**config.mk**
```make
export PLATFORM = sky130hd
export DESIGN_NAME = nslpg_top
export DESIGN_NICKNAME = d
export VERILOG_FILES = /design/src/nslpg_pkg.sv /design/src/nslpg_port_led.sv /design/src/nslpg_top.sv
export SDC_FILE = /design/constraint.sdc
export NUM_CORES = 1
export LEC_CHECK = 0
export BUFFER_PORTS_ARGS = -buffer_cell sky130_fd_sc_hd__buf_2
export CAP_MARGIN = 25
export CELL_PAD_IN_SITES_DETAIL_PLACEMENT = 1
export CELL_PAD_IN_SITES_GLOBAL_PLACEMENT = 1
export CORE_MARGIN = 2
export CORE_UTILIZATION = 49
export CTS_BUF_LIST = sky130_fd_sc_hd__clkbuf_4
export DETAILED_ROUTE_END_ITERATION = 10
export GPL_ROUTABILITY_DRIVEN = 1
export GPL_TIMING_DRIVEN = 0
export HOLD_SLACK_MARGIN = 0.03
export PLACE_DENSITY = 0.84
export SLEW_MARGIN = 20
export SYNTH_ARGS = -nofsm -noshare
export SYNTH_HDL_FRONTEND = slang
export SYNTH_SLANG_ARGS = --single-unit
export TNS_END_PERCENT = 100
```
**constraint.sdc**
```tcl
create_clock -name core_clk -period 4.1 [get_ports core_clk]
set_clock_uncertainty 0.15 [all_clocks]
set_input_delay 0.41 -clock core_clk [delete_from_list [all_inputs] [get_ports core_clk]]
set_output_delay 0.41 -clock core_clk [all_outputs]
set_load 0.02 [all_outputs]
```
**src/nslpg_pkg.sv**
```systemverilog
// Contract
// - Ready: triple green flash; pre-op 2: double; pre-op 1: single.
// - Basic Ethernet state drives bus-state LED with 10 Hz flicker.
// - Stopped state blinks bus-state LED 200 ms lit, 200 ms dark.
// - Flicker and blink light red and green alternately.
// - Bus-state LED dark while node initializes.
// - Bus-fault LED steady red while an error is present.
// - Bus-fault LED dark while no error is present.
// - Triple flash: three 200 ms flashes, 200 ms gaps, then 1000 ms dark.
// - Double flash: two 200 ms flashes, one 200 ms gap, then 1000 ms dark.
// - Single flash: one 200 ms flash, then 1000 ms dark, repeating.
// - State flicker: 50 ms lit, 50 ms dark.
// - Port LED steady green with link and no traffic.
// - Port LED flickers green with traffic, 50 ms lit and dark.
// - Low traffic toggles port LED per frame event, not fixed rate.
// - Port LED dark without link.
// - Yellow port LED always off.
`default_nettype none

package nslpg_pkg;

	// ****************************************************************
	// Timing
	// ****************************************************************
	localparam int CLK_PERIOD_NS = 20;
	localparam int TICK_PERIOD_NS = 1000000;
	localparam int TICK_CYCLES_DEF = TICK_PERIOD_NS / CLK_PERIOD_NS;
	localparam int TICK_MS = 1;
	localparam int MS_CNT_W = 11;

	localparam int FLASH_ON_MS = 200;
	localparam int FLASH_GAP_MS = 200;
	localparam int LONG_OFF_MS = 1000;
	localparam int FLICKER_MS = 50;
	localparam int BLINK_MS = 200;

	localparam logic [MS_CNT_W-1:0] FLASH_ON_TICKS = MS_CNT_W'(FLASH_ON_MS / TICK_MS);
	localparam logic [MS_CNT_W-1:0] FLASH_GAP_TICKS = MS_CNT_W'(FLASH_GAP_MS / TICK_MS);
	localparam logic [MS_CNT_W-1:0] LONG_OFF_TICKS = MS_CNT_W'(LONG_OFF_MS / TICK_MS);
	localparam logic [MS_CNT_W-1:0] FLICKER_TICKS = MS_CNT_W'(FLICKER_MS / TICK_MS);
	localparam logic [MS_CNT_W-1:0] BLINK_TICKS = MS_CNT_W'(BLINK_MS / TICK_MS);

	// ****************************************************************
	// Flash sequences
	// ****************************************************************
	localparam int PHASE_W = 3;
	localparam logic [PHASE_W-1:0] TRIPLE_LAST = 3'h5;
	localparam logic [PHASE_W-1:0] DOUBLE_LAST = 3'h3;
	localparam logic [PHASE_W-1:0] SINGLE_LAST = 3'h1;
	localparam logic [PHASE_W-1:0] TOGGLE_LAST = 3'h1;
	localparam logic [PHASE_W-1:0] PHASE_FIRST = 3'h0;

	// ****************************************************************
	// Types
	// ****************************************************************
	typedef enum logic [6:0] {
		NSLPG_NODE_INIT = 7'h01,
		NSLPG_NODE_STOPPED = 7'h02,
		NSLPG_NODE_BASIC_ETH = 7'h04,
		NSLPG_NODE_PREOP1 = 7'h08,
		NSLPG_NODE_PREOP2 = 7'h10,
		NSLPG_NODE_READY = 7'h20,
		NSLPG_NODE_OPER = 7'h40
	} nslpg_node_type;

	typedef enum logic [3:0] {
		NSLPG_PAT_DARK = 4'h1,
		NSLPG_PAT_STEADY = 4'h2,
		NSLPG_PAT_FLASH = 4'h4,
		NSLPG_PAT_TOGGLE = 4'h8
	} nslpg_pat_type;

	typedef enum logic [2:0] {
		NSLPG_ACT_IDLE = 3'h1,
		NSLPG_ACT_DARK = 3'h2,
		NSLPG_ACT_LIT = 3'h4
	} nslpg_act_type;

	typedef struct packed {
		logic red;
		logic green;
	} nslpg_duo_type;

	typedef struct packed {
		logic link;
		logic frame;
	} nslpg_port_in_type;

	typedef struct packed {
		logic green;
		logic yellow;
	} nslpg_port_led_type;

endpackage : nslpg_pkg

`default_nettype wire

```
**src/nslpg_port_led.sv**
```systemverilog
`default_nettype none

module nslpg_port_led
	import nslpg_pkg::*;
(
	input wire logic core_clk,
	input wire logic reset_n,
	input wire logic tick_ms,
	input wire nslpg_port_in_type port_in,
	output nslpg_port_led_type port_led
);

	nslpg_act_type act_r;
	nslpg_act_type act_nxt;
	logic pending_r;
	logic consume;
	logic [MS_CNT_W-1:0] ms_cnt_r;
	logic phase_done;
	nslpg_port_led_type led_r;

	assign phase_done = tick_ms && (ms_cnt_r + 1'b1 >= FLICKER_TICKS);
	assign consume = (act_r == NSLPG_ACT_IDLE) && port_in.link && (pending_r || port_in.frame);

	// ****************************************************************
	// Frame event memory
	// ****************************************************************
	// Frames during a flicker buy exactly one more; a frame at idle starts one directly
	always_ff @(posedge core_clk) begin
		if (!reset_n || !port_in.link) begin
			pending_r <= 1'b0;
		end else if (port_in.frame && act_r != NSLPG_ACT_IDLE) begin
			pending_r <= 1'b1;
		end else if (consume) begin
			pending_r <= 1'b0;
		end
	end

	// ****************************************************************
	// Activity flicker
	// ****************************************************************
	// Each frame burst buys one dark then one lit 50 ms phase; steady traffic
	// chains them into 10 Hz, sparse frames give irregular toggles
	always_comb begin
		act_nxt = act_r;
		case (act_r)
			NSLPG_ACT_IDLE: begin
				if (consume) act_nxt = NSLPG_ACT_DARK;
			end
			NSLPG_ACT_DARK: begin
				if (phase_done) act_nxt = NSLPG_ACT_LIT;
			end
			NSLPG_ACT_LIT: begin
				if (phase_done) act_nxt = NSLPG_ACT_IDLE;
			end
			default: act_nxt = NSLPG_ACT_IDLE;
		endcase
		if (!port_in.link) act_nxt = NSLPG_ACT_IDLE;
	end

	always_ff @(posedge core_clk) begin
		if (!reset_n) begin
			act_r <= NSLPG_ACT_IDLE;
		end else begin
			act_r <= act_nxt;
		end
	end

	// Phase timer restarts whenever the phase changes
	always_ff @(posedge core_clk) begin
		if (!reset_n || act_nxt != act_r) begin
			ms_cnt_r <= '0;
		end else if (tick_ms) begin
			ms_cnt_r <= ms_cnt_r + 1'b1;
		end
	end

	// ****************************************************************
	// LED drive
	// ****************************************************************
	always_ff @(posedge core_clk) begin
		if (!reset_n) begin
			led_r <= '0;
		end else begin
			led_r.yellow <= 1'b0;
			led_r.green <= port_in.link && (act_r != NSLPG_ACT_DARK);
		end
	end

	assign port_led = led_r;

endmodule : nslpg_port_led

`default_nettype wire

```
**src/nslpg_top.sv**
```systemverilog
`default_nettype none

module nslpg_top
	import nslpg_pkg::*;
#(
	parameter int TICK_CYCLES = TICK_CYCLES_DEF
)
(
	input wire logic core_clk,
	input wire logic reset_n,
	input wire nslpg_node_type node_state,
	input wire logic node_state_valid,
	input wire logic node_error,
	input wire nslpg_port_in_type ethernet_port_a_in,
	input wire nslpg_port_in_type ethernet_port_b_in,
	output nslpg_duo_type bus_state_led,
	output nslpg_duo_type bus_fault_led,
	output nslpg_port_led_type ethernet_port_a_led,
	output nslpg_port_led_type ethernet_port_b_led
);

	// Divider sized from the parameter, so simulation can shorten the tick while
	// every pattern length stays counted in ticks
	localparam int TICK_W = $clog2(TICK_CYCLES + 1);
	localparam logic [TICK_W-1:0] TICK_LAST = TICK_W'(TICK_CYCLES - 1);
	// One activity engine per port on the card
	localparam int PORT_COUNT = 2;

	// ****************************************************************
	// Millisecond tick
	// ****************************************************************
	// Divider count and its registered pulse
	logic [TICK_W-1:0] tick_cnt_r;
	logic tick_r;

	// Divider from core clock to one pulse per millisecond
	// Free running: a restart is not aligned to it, so the first phase after a
	// state change may be up to one tick short
	always_ff @(posedge core_clk) begin
		if (!reset_n) begin
			tick_cnt_r <= '0;
		end else if (tick_cnt_r == TICK_LAST) begin
			tick_cnt_r <= '0;
		end else begin
			tick_cnt_r <= tick_cnt_r + 1'b1;
		end
	end

	// Tick pulse is registered so every pattern sees it in the same cycle
	// The extra cycle of latency is invisible on an indicator
	always_ff @(posedge core_clk) begin
		if (!reset_n) begin
			tick_r <= 1'b0;
		end else begin
			tick_r <= (tick_cnt_r == TICK_LAST);
		end
	end

	// ****************************************************************
	// Node state capture
	// ****************************************************************
	// Taken state, state being shown, and the difference between them
	nslpg_node_type node_r;
	nslpg_node_type shown_r;
	logic restart;

	// Held at initializing until firmware presents a valid state
	// A strobe keeps a settling state bus from restarting patterns on the way
	always_ff @(posedge core_clk) begin
		if (!reset_n) begin
			node_r <= NSLPG_NODE_INIT;
		end else if (node_state_valid) begin
			node_r <= node_state;
		end
	end

	// Copy of the state the pattern engine is running for
	// One cycle behind node_r, so any difference marks a state change
	always_ff @(posedge core_clk) begin
		if (!reset_n) begin
			shown_r <= NSLPG_NODE_INIT;
		end else begin
			shown_r <= node_r;
		end
	end

	// Rewriting the same state leaves the running pattern alone
	assign restart = (shown_r != node_r);

	// ****************************************************************
	// Pattern selection
	// ****************************************************************
	// Pattern kind, index of its last phase, and toggle phase length
	nslpg_pat_type pat_nxt;
	nslpg_pat_type pat_r;
	logic [PHASE_W-1:0] last_nxt;
	logic [PHASE_W-1:0] last_r;
	logic [MS_CNT_W-1:0] toggle_nxt;
	logic [MS_CNT_W-1:0] toggle_r;

	// Map the node state onto a pattern kind and its shape
	// Flash patterns share one engine and differ only in the index of the long
	// pause; toggle patterns have two equal phases of length toggle_nxt
	always_comb begin
		pat_nxt = NSLPG_PAT_DARK;
		last_nxt = PHASE_FIRST;
		toggle_nxt = FLICKER_TICKS;
		case (node_r)
			NSLPG_NODE_OPER: begin
				pat_nxt = NSLPG_PAT_STEADY;
			end
			// Flash family
			NSLPG_NODE_READY: begin
				pat_nxt = NSLPG_PAT_FLASH;
				last_nxt = TRIPLE_LAST;
			end
			NSLPG_NODE_PREOP2: begin
				pat_nxt = NSLPG_PAT_FLASH;
				last_nxt = DOUBLE_LAST;
			end
			NSLPG_NODE_PREOP1: begin
				pat_nxt = NSLPG_PAT_FLASH;
				last_nxt = SINGLE_LAST;
			end
			// Toggle family: flicker and blink differ only in phase length
			NSLPG_NODE_BASIC_ETH: begin
				pat_nxt = NSLPG_PAT_TOGGLE;
				last_nxt = TOGGLE_LAST;
				toggle_nxt = FLICKER_TICKS;
			end
			NSLPG_NODE_STOPPED: begin
				pat_nxt = NSLPG_PAT_TOGGLE;
				last_nxt = TOGGLE_LAST;
				toggle_nxt = BLINK_TICKS;
			end
			NSLPG_NODE_INIT: begin
				pat_nxt = NSLPG_PAT_DARK;
			end
			// Unknown codes fall back to dark rather than a misleading pattern
			default: begin
				pat_nxt = NSLPG_PAT_DARK;
			end
		endcase
	end

	// Pattern registers, loaded alongside the restart
	// They follow node_r every cycle; the restart resets the engine at the same edge
	always_ff @(posedge core_clk) begin
		if (!reset_n) begin
			pat_r <= NSLPG_PAT_DARK;
			last_r <= PHASE_FIRST;
			toggle_r <= FLICKER_TICKS;
		end else begin
			pat_r <= pat_nxt;
			last_r <= last_nxt;
			toggle_r <= toggle_nxt;
		end
	end

	// ****************************************************************
	// Phase engine
	// ****************************************************************
	// Phase index, elapsed ticks in the phase, and the colour of the current period
	logic [PHASE_W-1:0] phase_r;
	logic [MS_CNT_W-1:0] phase_ms_r;
	logic [MS_CNT_W-1:0] phase_len;
	logic phase_end;
	logic wrap;
	logic lit;
	logic colour_red_r;

	// Even phases are lit; the final odd phase of a flash is the long pause
	// Odd phases below the last one are the short gaps between flashes
	always_comb begin
		phase_len = FLASH_ON_TICKS;
		if (pat_r == NSLPG_PAT_TOGGLE) begin
			phase_len = toggle_r;
		end else if (phase_r[0] && phase_r == last_r) begin
			phase_len = LONG_OFF_TICKS;
		end else if (phase_r[0]) begin
			phase_len = FLASH_GAP_TICKS;
		end else begin
			phase_len = FLASH_ON_TICKS;
		end
	end

	// A phase ends on the tick that completes its length; wrap ends the sequence
	assign phase_end = tick_r && (phase_ms_r + 1'b1 >= phase_len);
	assign wrap = phase_end && (phase_r == last_r);
	assign lit = !phase_r[0];

	// Elapsed milliseconds inside the current phase
	// Cleared on restart so a new pattern counts its first phase from zero
	always_ff @(posedge core_clk) begin
		if (!reset_n || restart || phase_end) begin
			phase_ms_r <= '0;
		end else if (tick_r) begin
			phase_ms_r <= phase_ms_r + 1'b1;
		end
	end

	// Phase index; restart on a state change always begins lit
	// Phase 0 is lit for the flash and toggle patterns, so a restart is seen at once
	always_ff @(posedge core_clk) begin
		if (!reset_n || restart) begin
			phase_r <= PHASE_FIRST;
		end else if (wrap) begin
			phase_r <= PHASE_FIRST;
		end else if (phase_end) begin
			phase_r <= phase_r + 1'b1;
		end
	end

	// Colour swaps after each full on/off period so lit phases alternate
	// Flash patterns never swap, so for them the register stays at green
	always_ff @(posedge core_clk) begin
		if (!reset_n || restart) begin
			colour_red_r <= 1'b0;
		end else if (wrap && pat_r == NSLPG_PAT_TOGGLE) begin
			colour_red_r <= !colour_red_r;
		end
	end

	// ****************************************************************
	// Communication LED drive
	// ****************************************************************
	// Registered indicators; nothing reaches a pin without a flip-flop
	nslpg_duo_type state_led_r;
	nslpg_duo_type fault_led_r;

	// Restart cycle shows dark for one clock, invisible to an operator
	// The blank also keeps a phase of the old pattern from leaking into the new one
	always_ff @(posedge core_clk) begin
		if (!reset_n || restart) begin
			state_led_r <= '0;
		end else begin
			case (pat_r)
				NSLPG_PAT_STEADY: begin
					state_led_r.red <= 1'b0;
					state_led_r.green <= 1'b1;
				end
				NSLPG_PAT_FLASH: begin
					state_led_r.red <= 1'b0;
					state_led_r.green <= lit;
				end
				// One colour per lit phase, the other in the next period
				NSLPG_PAT_TOGGLE: begin
					state_led_r.red <= lit && colour_red_r;
					state_led_r.green <= lit && !colour_red_r;
				end
				NSLPG_PAT_DARK: begin
					state_led_r <= '0;
				end
				default: begin
					state_led_r <= '0;
				end
			endcase
		end
	end

	// Fault LED follows the error flag; the green element stays unused
	// No latch: clearing the flag in firmware darkens the LED one cycle later
	always_ff @(posedge core_clk) begin
		if (!reset_n) begin
			fault_led_r <= '0;
		end else begin
			fault_led_r.red <= node_error;
			fault_led_r.green <= 1'b0;
		end
	end

	// Outputs come straight from the flip-flops
	assign bus_state_led = state_led_r;
	assign bus_fault_led = fault_led_r;

	// ****************************************************************
	// Ethernet port LEDs
	// ****************************************************************
	nslpg_port_in_type port_in [PORT_COUNT];
	nslpg_port_led_type port_led [PORT_COUNT];

	// Array form so the engines come from one generate loop
	assign port_in[0] = ethernet_port_a_in;
	assign port_in[1] = ethernet_port_b_in;

	// One independent activity engine per port, sharing the tick
	// Each engine times its own flicker, so a busy port never disturbs a quiet one
	for (genvar p = 0; p < PORT_COUNT; p++) begin : g_port
		nslpg_port_led u_port_led (
			.core_clk(core_clk),
			.reset_n(reset_n),
			.tick_ms(tick_r),
			.port_in(port_in[p]),
			.port_led(port_led[p])
		);
	end

	// Back onto the named port outputs
	assign ethernet_port_a_led = port_led[0];
	assign ethernet_port_b_led = port_led[1];

endmodule : nslpg_top

`default_nettype wire

```
# Yosys cells after proc, flatten, opt, wreduce, memory -nomap -nowiden

Cells that the tools add are included.

Register bits after elaboration: 100
Input bits: 15
Logic and storage cells: 111

$add $sub $neg: 5
Magnitude comparators: 3
Eq/ne operators: 24
Multiplexer cells: 20
Bitwise logic cells: 1
Reduce and logical (&&, ||, !) cells: 36

Operators by type and width:

| kind                                                               | number |
|---|---|
| adder 11 x 1 -> 11 bit, second input constant                      | 3 |
| case mux 3 bit (3 select lines)                                    | 3 |
| two-way mux 3 bit                                                  | 8 |
| greater-or-equal comparator 11 x 6 -> 1 bit, second input constant | 2 |
| adder 16 x 1 -> 16 bit, second input constant                      | 1 |
| equality test 16 bit, second input constant                        | 1 |
| logical AND 1 bit                                                  | 16 |
| case mux 4 bit (3 select lines)                                    | 1 |
| greater-or-equal comparator 11 bit                                 | 1 |
| two-way mux 11 bit                                                 | 1 |
| two-way mux 10 bit                                                 | 1 |
| logical OR 1 bit                                                   | 8 |
| two-way mux 8 bit                                                  | 1 |
| equality test 7 x 2 -> 1 bit, second input constant                | 1 |
| equality test 7 x 3 -> 1 bit, second input constant                | 1 |
| equality test 7 x 4 -> 1 bit, second input constant                | 1 |
| equality test 7 x 5 -> 1 bit, second input constant                | 1 |
| equality test 7 x 6 -> 1 bit, second input constant                | 1 |
| equality test 7 bit, second input constant                         | 1 |
| inequality test 7 bit                                              | 1 |
| equality test 3 x 1 -> 1 bit, second input constant                | 2 |
| equality test 3 x 2 -> 1 bit, second input constant                | 2 |
| equality test 3 bit, second input constant                         | 2 |
| inequality test 3 x 1 -> 1 bit, second input constant              | 2 |
| other kinds (14)                                                   | 27 |

# Longest topological paths before layout

Depth in word-level cells: 8
Mapped depth: 12
Gate-level depth less buffers: 12

# By module

Synthesis repeated with hierarchy kept, for this count alone.

Cell total of the unflattened synthesis: 537
Area, all modules: 4609.4 um^2

Modules (own cells, without submodules):

| module         | times used | cells an instance | area an instance (um^2) | seq. area each (um^2) |
|---|---|---|---|---|
| nslpg_top      | 1          | 303               | 2690.1                  | 1161.1 |
| nslpg_port_led | 2          | 117               | 959.7                   | 320.3 |

# Least setup slack after synthesis

No wires, ideal clock.

Path kind: register -> register
Start: reg phase_r[0]
End: reg phase_ms_r[0]
Setup time: 0.069 ns
Data arrival time: 2.753 ns
Setup slack: 1.128 ns
Cell stages (with the launch flop): 12
Path buffers: 0
Clock period less this slack: 2.972 ns
Cells stage by stage: dfxtp_1 -> xor2_1 -> nor3_1 -> nand3_1 -> and2_1 -> ha_1 -> nand3_1 -> o221ai_1 -> o221a_2 -> o31ai_2 -> nand3_1 -> nor2_1

Cells in the longest elaborated chain, start to end: 7

RTL lines:

| item                                 | line             | RTL |
|---|---|---|
| from (decl)                          | nslpg_top.sv:164 | `logic [PHASE_W-1:0] phase_r;` |
| from (signal assigned)               | nslpg_top.sv:210 | `phase_r <= phase_r + 1'b1;` |
| equality test 3 bit                  | nslpg_top.sv:178 | `end else if (phase_r[0] && phase_r == last_r) begin` |
| logical AND 1 bit *                  | nslpg_top.sv:178 |  |
| two-way mux 10 bit *                 | nslpg_top.sv:178 |  |
| two-way mux 11 bit *                 | nslpg_top.sv:176 | `if (pat_r == NSLPG_PAT_TOGGLE) begin` |
| greater-or-equal comparator 11 bit * | nslpg_top.sv:188 | `assign phase_end = tick_r && (phase_ms_r + 1'b1 >= phase_len);` |
| logical AND 1 bit *                  | nslpg_top.sv:188 |  |
| logical OR 1 bit *                   | nslpg_top.sv:195 | `if (!reset_n \|\| restart \|\| phase_end) begin` |
| to (signal assigned)                 | nslpg_top.sv:198 | `phase_ms_r <= phase_ms_r + 1'b1;` |
| to (decl)                            | nslpg_top.sv:165 | `logic [MS_CNT_W-1:0] phase_ms_r;` |

Mark *: on every way between the ends. The rest lies on a longest branch, timed or not.
A chain may end at the register's enable or synchronous reset.

# Worst setup path in the final report

Start: reg phase_r[0]
End: reg phase_ms_r[9]

The elaborated chain is that of the path after synthesis.

==> summary.txt <==
Status
  – Status: finished, final reports clean

CTS
  – CTS Buf Count: 9
  – # hold bufs at CTS: 9
  – CTS H-tree lvls: 3
  – Post-CTS sizing: 0
  – Root Buffer: clkbuf_4
  – Clock Sinks: 90
  – CTS tree: done
  – CTS clk-pin slew, worst paths: 0.18 ns
  – Post-CTS setup repair buffer count: 0
  – Max Root-Sink Buffers: 2
  – Clk Latency, worst-skew pair: 0.48 ns

Synthesis
  – Cells after Synth: 549
  – Main flop type after synthesis: dfxtp_1
  – Cell variety after synth: 69
  – Flops & latches, synth: 90
  – Asr flop ratio synth: 0%
  – Cell area after synthesis: 0.00480 mm2
  – Seq/Total Area, Yosys: 37.5%
  – Yosys warnings: 0
  – EDFF count, synth: 0
  – Syn avg cell area: 8.75 um2

Global routing
  – GRT Overall Usage: 22.4%
  – Largest net degree at the start of global routing: 18
  – Vias in the first global route: 3,992
  – Initial antenna violation count: 0
  – First-pass GRT wire length: 18,900 um
  – GR Overflow Total: 0

Worst setup path
  – Crit-path max FO: 10
  – Top delay family on crit path: simple AND/OR/NAND/NOR gates
  – Crit path from: phase_r[0]$_SDFFE_PP0P_
  – Critical Setup Path Class: register to register
  – Setup crit end kind: register
  – Buf/Inv on CP: 0
  – Crit start category: register
  – Max incr delay on CP: 0.55 ns
  – Cell repeated most along the worst path: nand3_1
  – Slowest CP cell: o31ai_2
  – Worst-path cell chain: xor2_1 -> nor3_1 -> nand3_1 -> and2_1 -> ha_1 -> nand3_1 -> o221ai_1 -> o221a_2 -> o31ai_2 -> nand3_1 -> nor2_1
  – Worst Path Required: 4.35 ns
  – Worst r2r src: phase_r[0]$_SDFFE_PP0P_
  – CP arrival: 3.97 ns

Die
  – DIE AREA: 0.0106 mm2
  – Rows: 36
  – Die W: 103 um
  – Chip height: 103 um
  – Core Area: 0.00964 mm2
  – Initial Util: 49.8%
  – IO Pins: 23

Layout
  – Layout Cells excl Fill: 726
  – Final Util: 54.8%
  – Fin nets: 618
  – Area delta synth->final: 9.95%
  – Layout cells sized above 1: 13.2%
  – ANT cells: 0

Power and ir drop
  – Leakage: 0.00202 uW
  – Pwr per Cell Area: 284 mW/mm2
  – Peak VDD IR: 0.245 mV

Place
  – Dpl cells: 701
  – Detailed placer's ending HPWL: 7700 um
  – # port buffers: 17
  – Final GP Congestion: 0.829

Route
  – Routed vias: 3,945
  – Post-DR wirelength/cell: 15.4 um
  – DR pass1 iterations: 4
  – Vias/cell: 5.43
  – Antenna Nets Post-Route: 0
  – WL final: 11,200 um
  – # DRC: 0
  – Initial DRC Count: 187

Min path
  – Hold Startpoint: ethernet_port_b_in[1]
  – Worst min path class: primary input to register

STA
  – Hold Vio Cnt, Final: 0
  – Tightest Pin Transition: 0.640 ns
  – Worst Hold Slack: 0.105 ns
  – RSZ-0062 raised after global routing: no
  – Worst slew margin: 57.3%
  – Final period utilization: 90.8%
  – Max Freq: 0.269 GHz
  – Final setup TNS: 0 ns
  – Final setup viols: 0
  – Minimum clock period: 3.72 ns
  – Pins Over Slew Limit: 0

Job
  – Max-cap violation count: 0
where the power goes:
part	switching, uW	leakage [uW]	internal, uW
Combinational	74.4	0.00122	46.3
Clock	343	0.0000707	137
Sequential	11.1	0.000729	890
metrics by stage:
stage	area, um2	worst slack, ns	total power, uW
2_1_floorplan	4810	1.13	997
3_3_place_gp	5060	0.532	1020
3_5_place_dp	5060	0.425	1030
4_1_cts	5280	0.376	1520
5_1_grt	5280	0.0359	1570
6_report	5280	0.378	1500
area by class of cell:
class                      count  area [um2]
sequential                    90        1800
clock inverter                 7        61.3
multi-input combinational    414        2770
tap                          133         166
clock buffer                   9        67.6
inverter                      12        45.0
fill                        1191        4360
timing repair buffer          26         175
buffer                        35         195
synthesized netlist by cell type (all sizes together), types with 2 or more instances:
library cell / instances / area share (%)
buf: 20 / 2.9
nand4: 8 / 1.0
dfxtp: 90 / 38
xnor2: 28 / 5.1
a41oi: 2 / 0.52
a22oi: 2 / 0.31
nor4bb: 2 / 0.42
a41o: 2 / 0.42
and4: 3 / 0.65
a21bo: 2 / 0.42
nand2b: 5 / 0.65
a31o: 2 / 0.36
nor4b: 6 / 1.4
a311oi: 2 / 0.36
and3: 17 / 2.3
and2: 11 / 1.4
o31ai: 2 / 0.52
or3: 5 / 0.65
o31a: 2 / 0.39
nand2: 48 / 3.8
inv: 12 / 0.94
a2111oi: 2 / 1.1
mux2i: 10 / 2.1
and4b: 3 / 0.63
clkbuf: 15 / 1.2
nor2: 71 / 5.5
nor3: 25 / 3.6
nor4: 8 / 1.0
o21ai: 11 / 1.1
xor2: 38 / 6.9
o211ai: 2 / 0.31
nand3b: 4 / 0.63
nor2b: 5 / 0.65
a21oi: 17 / 1.8
nor3b: 3 / 0.47
nand3: 29 / 3.0
ha: 15 / 3.9
cell usage in the layout (no fill, tap or decap), types with 5 or more instances in the layout:
cell type / instances
nand2b_1: 5
o21ai_0: 10
nor3_1: 15
nor4_1: 8
ha_1: 15
and3_1: 15
dfxtp_1: 90
clkbuf_1: 14
nor2_1: 71
nand2_1: 48
buf_4: 6
xnor2_1: 28
nor2b_1: 5
clkbuf_4: 9
xor2_1: 38
and2_1: 11
nand4_1: 8
dlygate4sd3_1: 9
a21oi_1: 17
mux2i_1: 10
or3_1: 5
nand3_1: 29
buf_2: 25
inv_1: 12
nor3_2: 10
final timing paths:
kind | to | slack, ns | depth (start not counted)
min reg2reg | bus_state_led[0]$_SDFF_PP0_ | 0.34 | 1
max | phase_ms_r[9]$_SDFFE_PP0P_ | 0.38 | 11
min | g_port[1].u_port_led.act_r[2]$_SDFF_PN0_ | 0.11 | 3
max reg2reg | phase_ms_r[9]$_SDFFE_PP0P_ | 0.38 | 11
state kept, by name (all words and copies together) (netlist names):
register                     count
g_port.u_port_led.act_r          6
node_r                           7
bus_state_led                    2
colour_red_r                     1
toggle_r                         2
last_r                           3
phase_ms_r                      11
phase_r                          3
g_port.u_port_led.ms_cnt_r      22
tick_cnt_r                      16
bus_fault_led                    1
g_port.u_port_led.port_led       2
g_port.u_port_led.pending_r      2
tick_r                           1
pat_r                            4
shown_r                          7
kinds of logic (layout without fill, tap and decap cells):
family                   after synthesis  count (layout)  share of synthesized area, %
AND/OR/NAND/NOR                      257             257                          28.7
flip-flops                            90              90                          37.5
XOR/XNOR                              66              66                          12.0
AO/OA/AOI/OAI                         62              62                          10.5
buffers and inverters                 47              89                          5.00
adder cells (fa/ha/maj)               15              15                          3.91
multiplexers                          11              11                          2.32
other                                  1               3                        0.0781
layer usage:
| metal | global-route usage [%] | share of wire, % | vias to the layer above | wire, um |
|---|---|---|---|---|
| li1 | - | - | 1983 | - |
| met1 | 26.4 | 44 | 1916 | 4980 |
| met2 | 40.8 | 52 | 38 | 5830 |
| met3 | 5.63 | 2.9 | 8 | 327 |
| met4 | 5.16 | 0.73 | 0 | 82 |
| met5 | 0 | 0 | - | 0 |
worst register-to-register path, stage by stage, from the launching register on:
cell	delay (ns)
dfxtp_1	0.49
xor2_1	0.11
nor3_1	0.51
nand3_1	0.24
and2_1	0.20
ha_1	0.28
nand3_1	0.11
o221ai_1	0.11
o221a_2	0.25
o31ai_2	0.55
nand3_1	0.46
nor2_1	0.22
No activity file was read; power rests on OpenSTA's default activity.
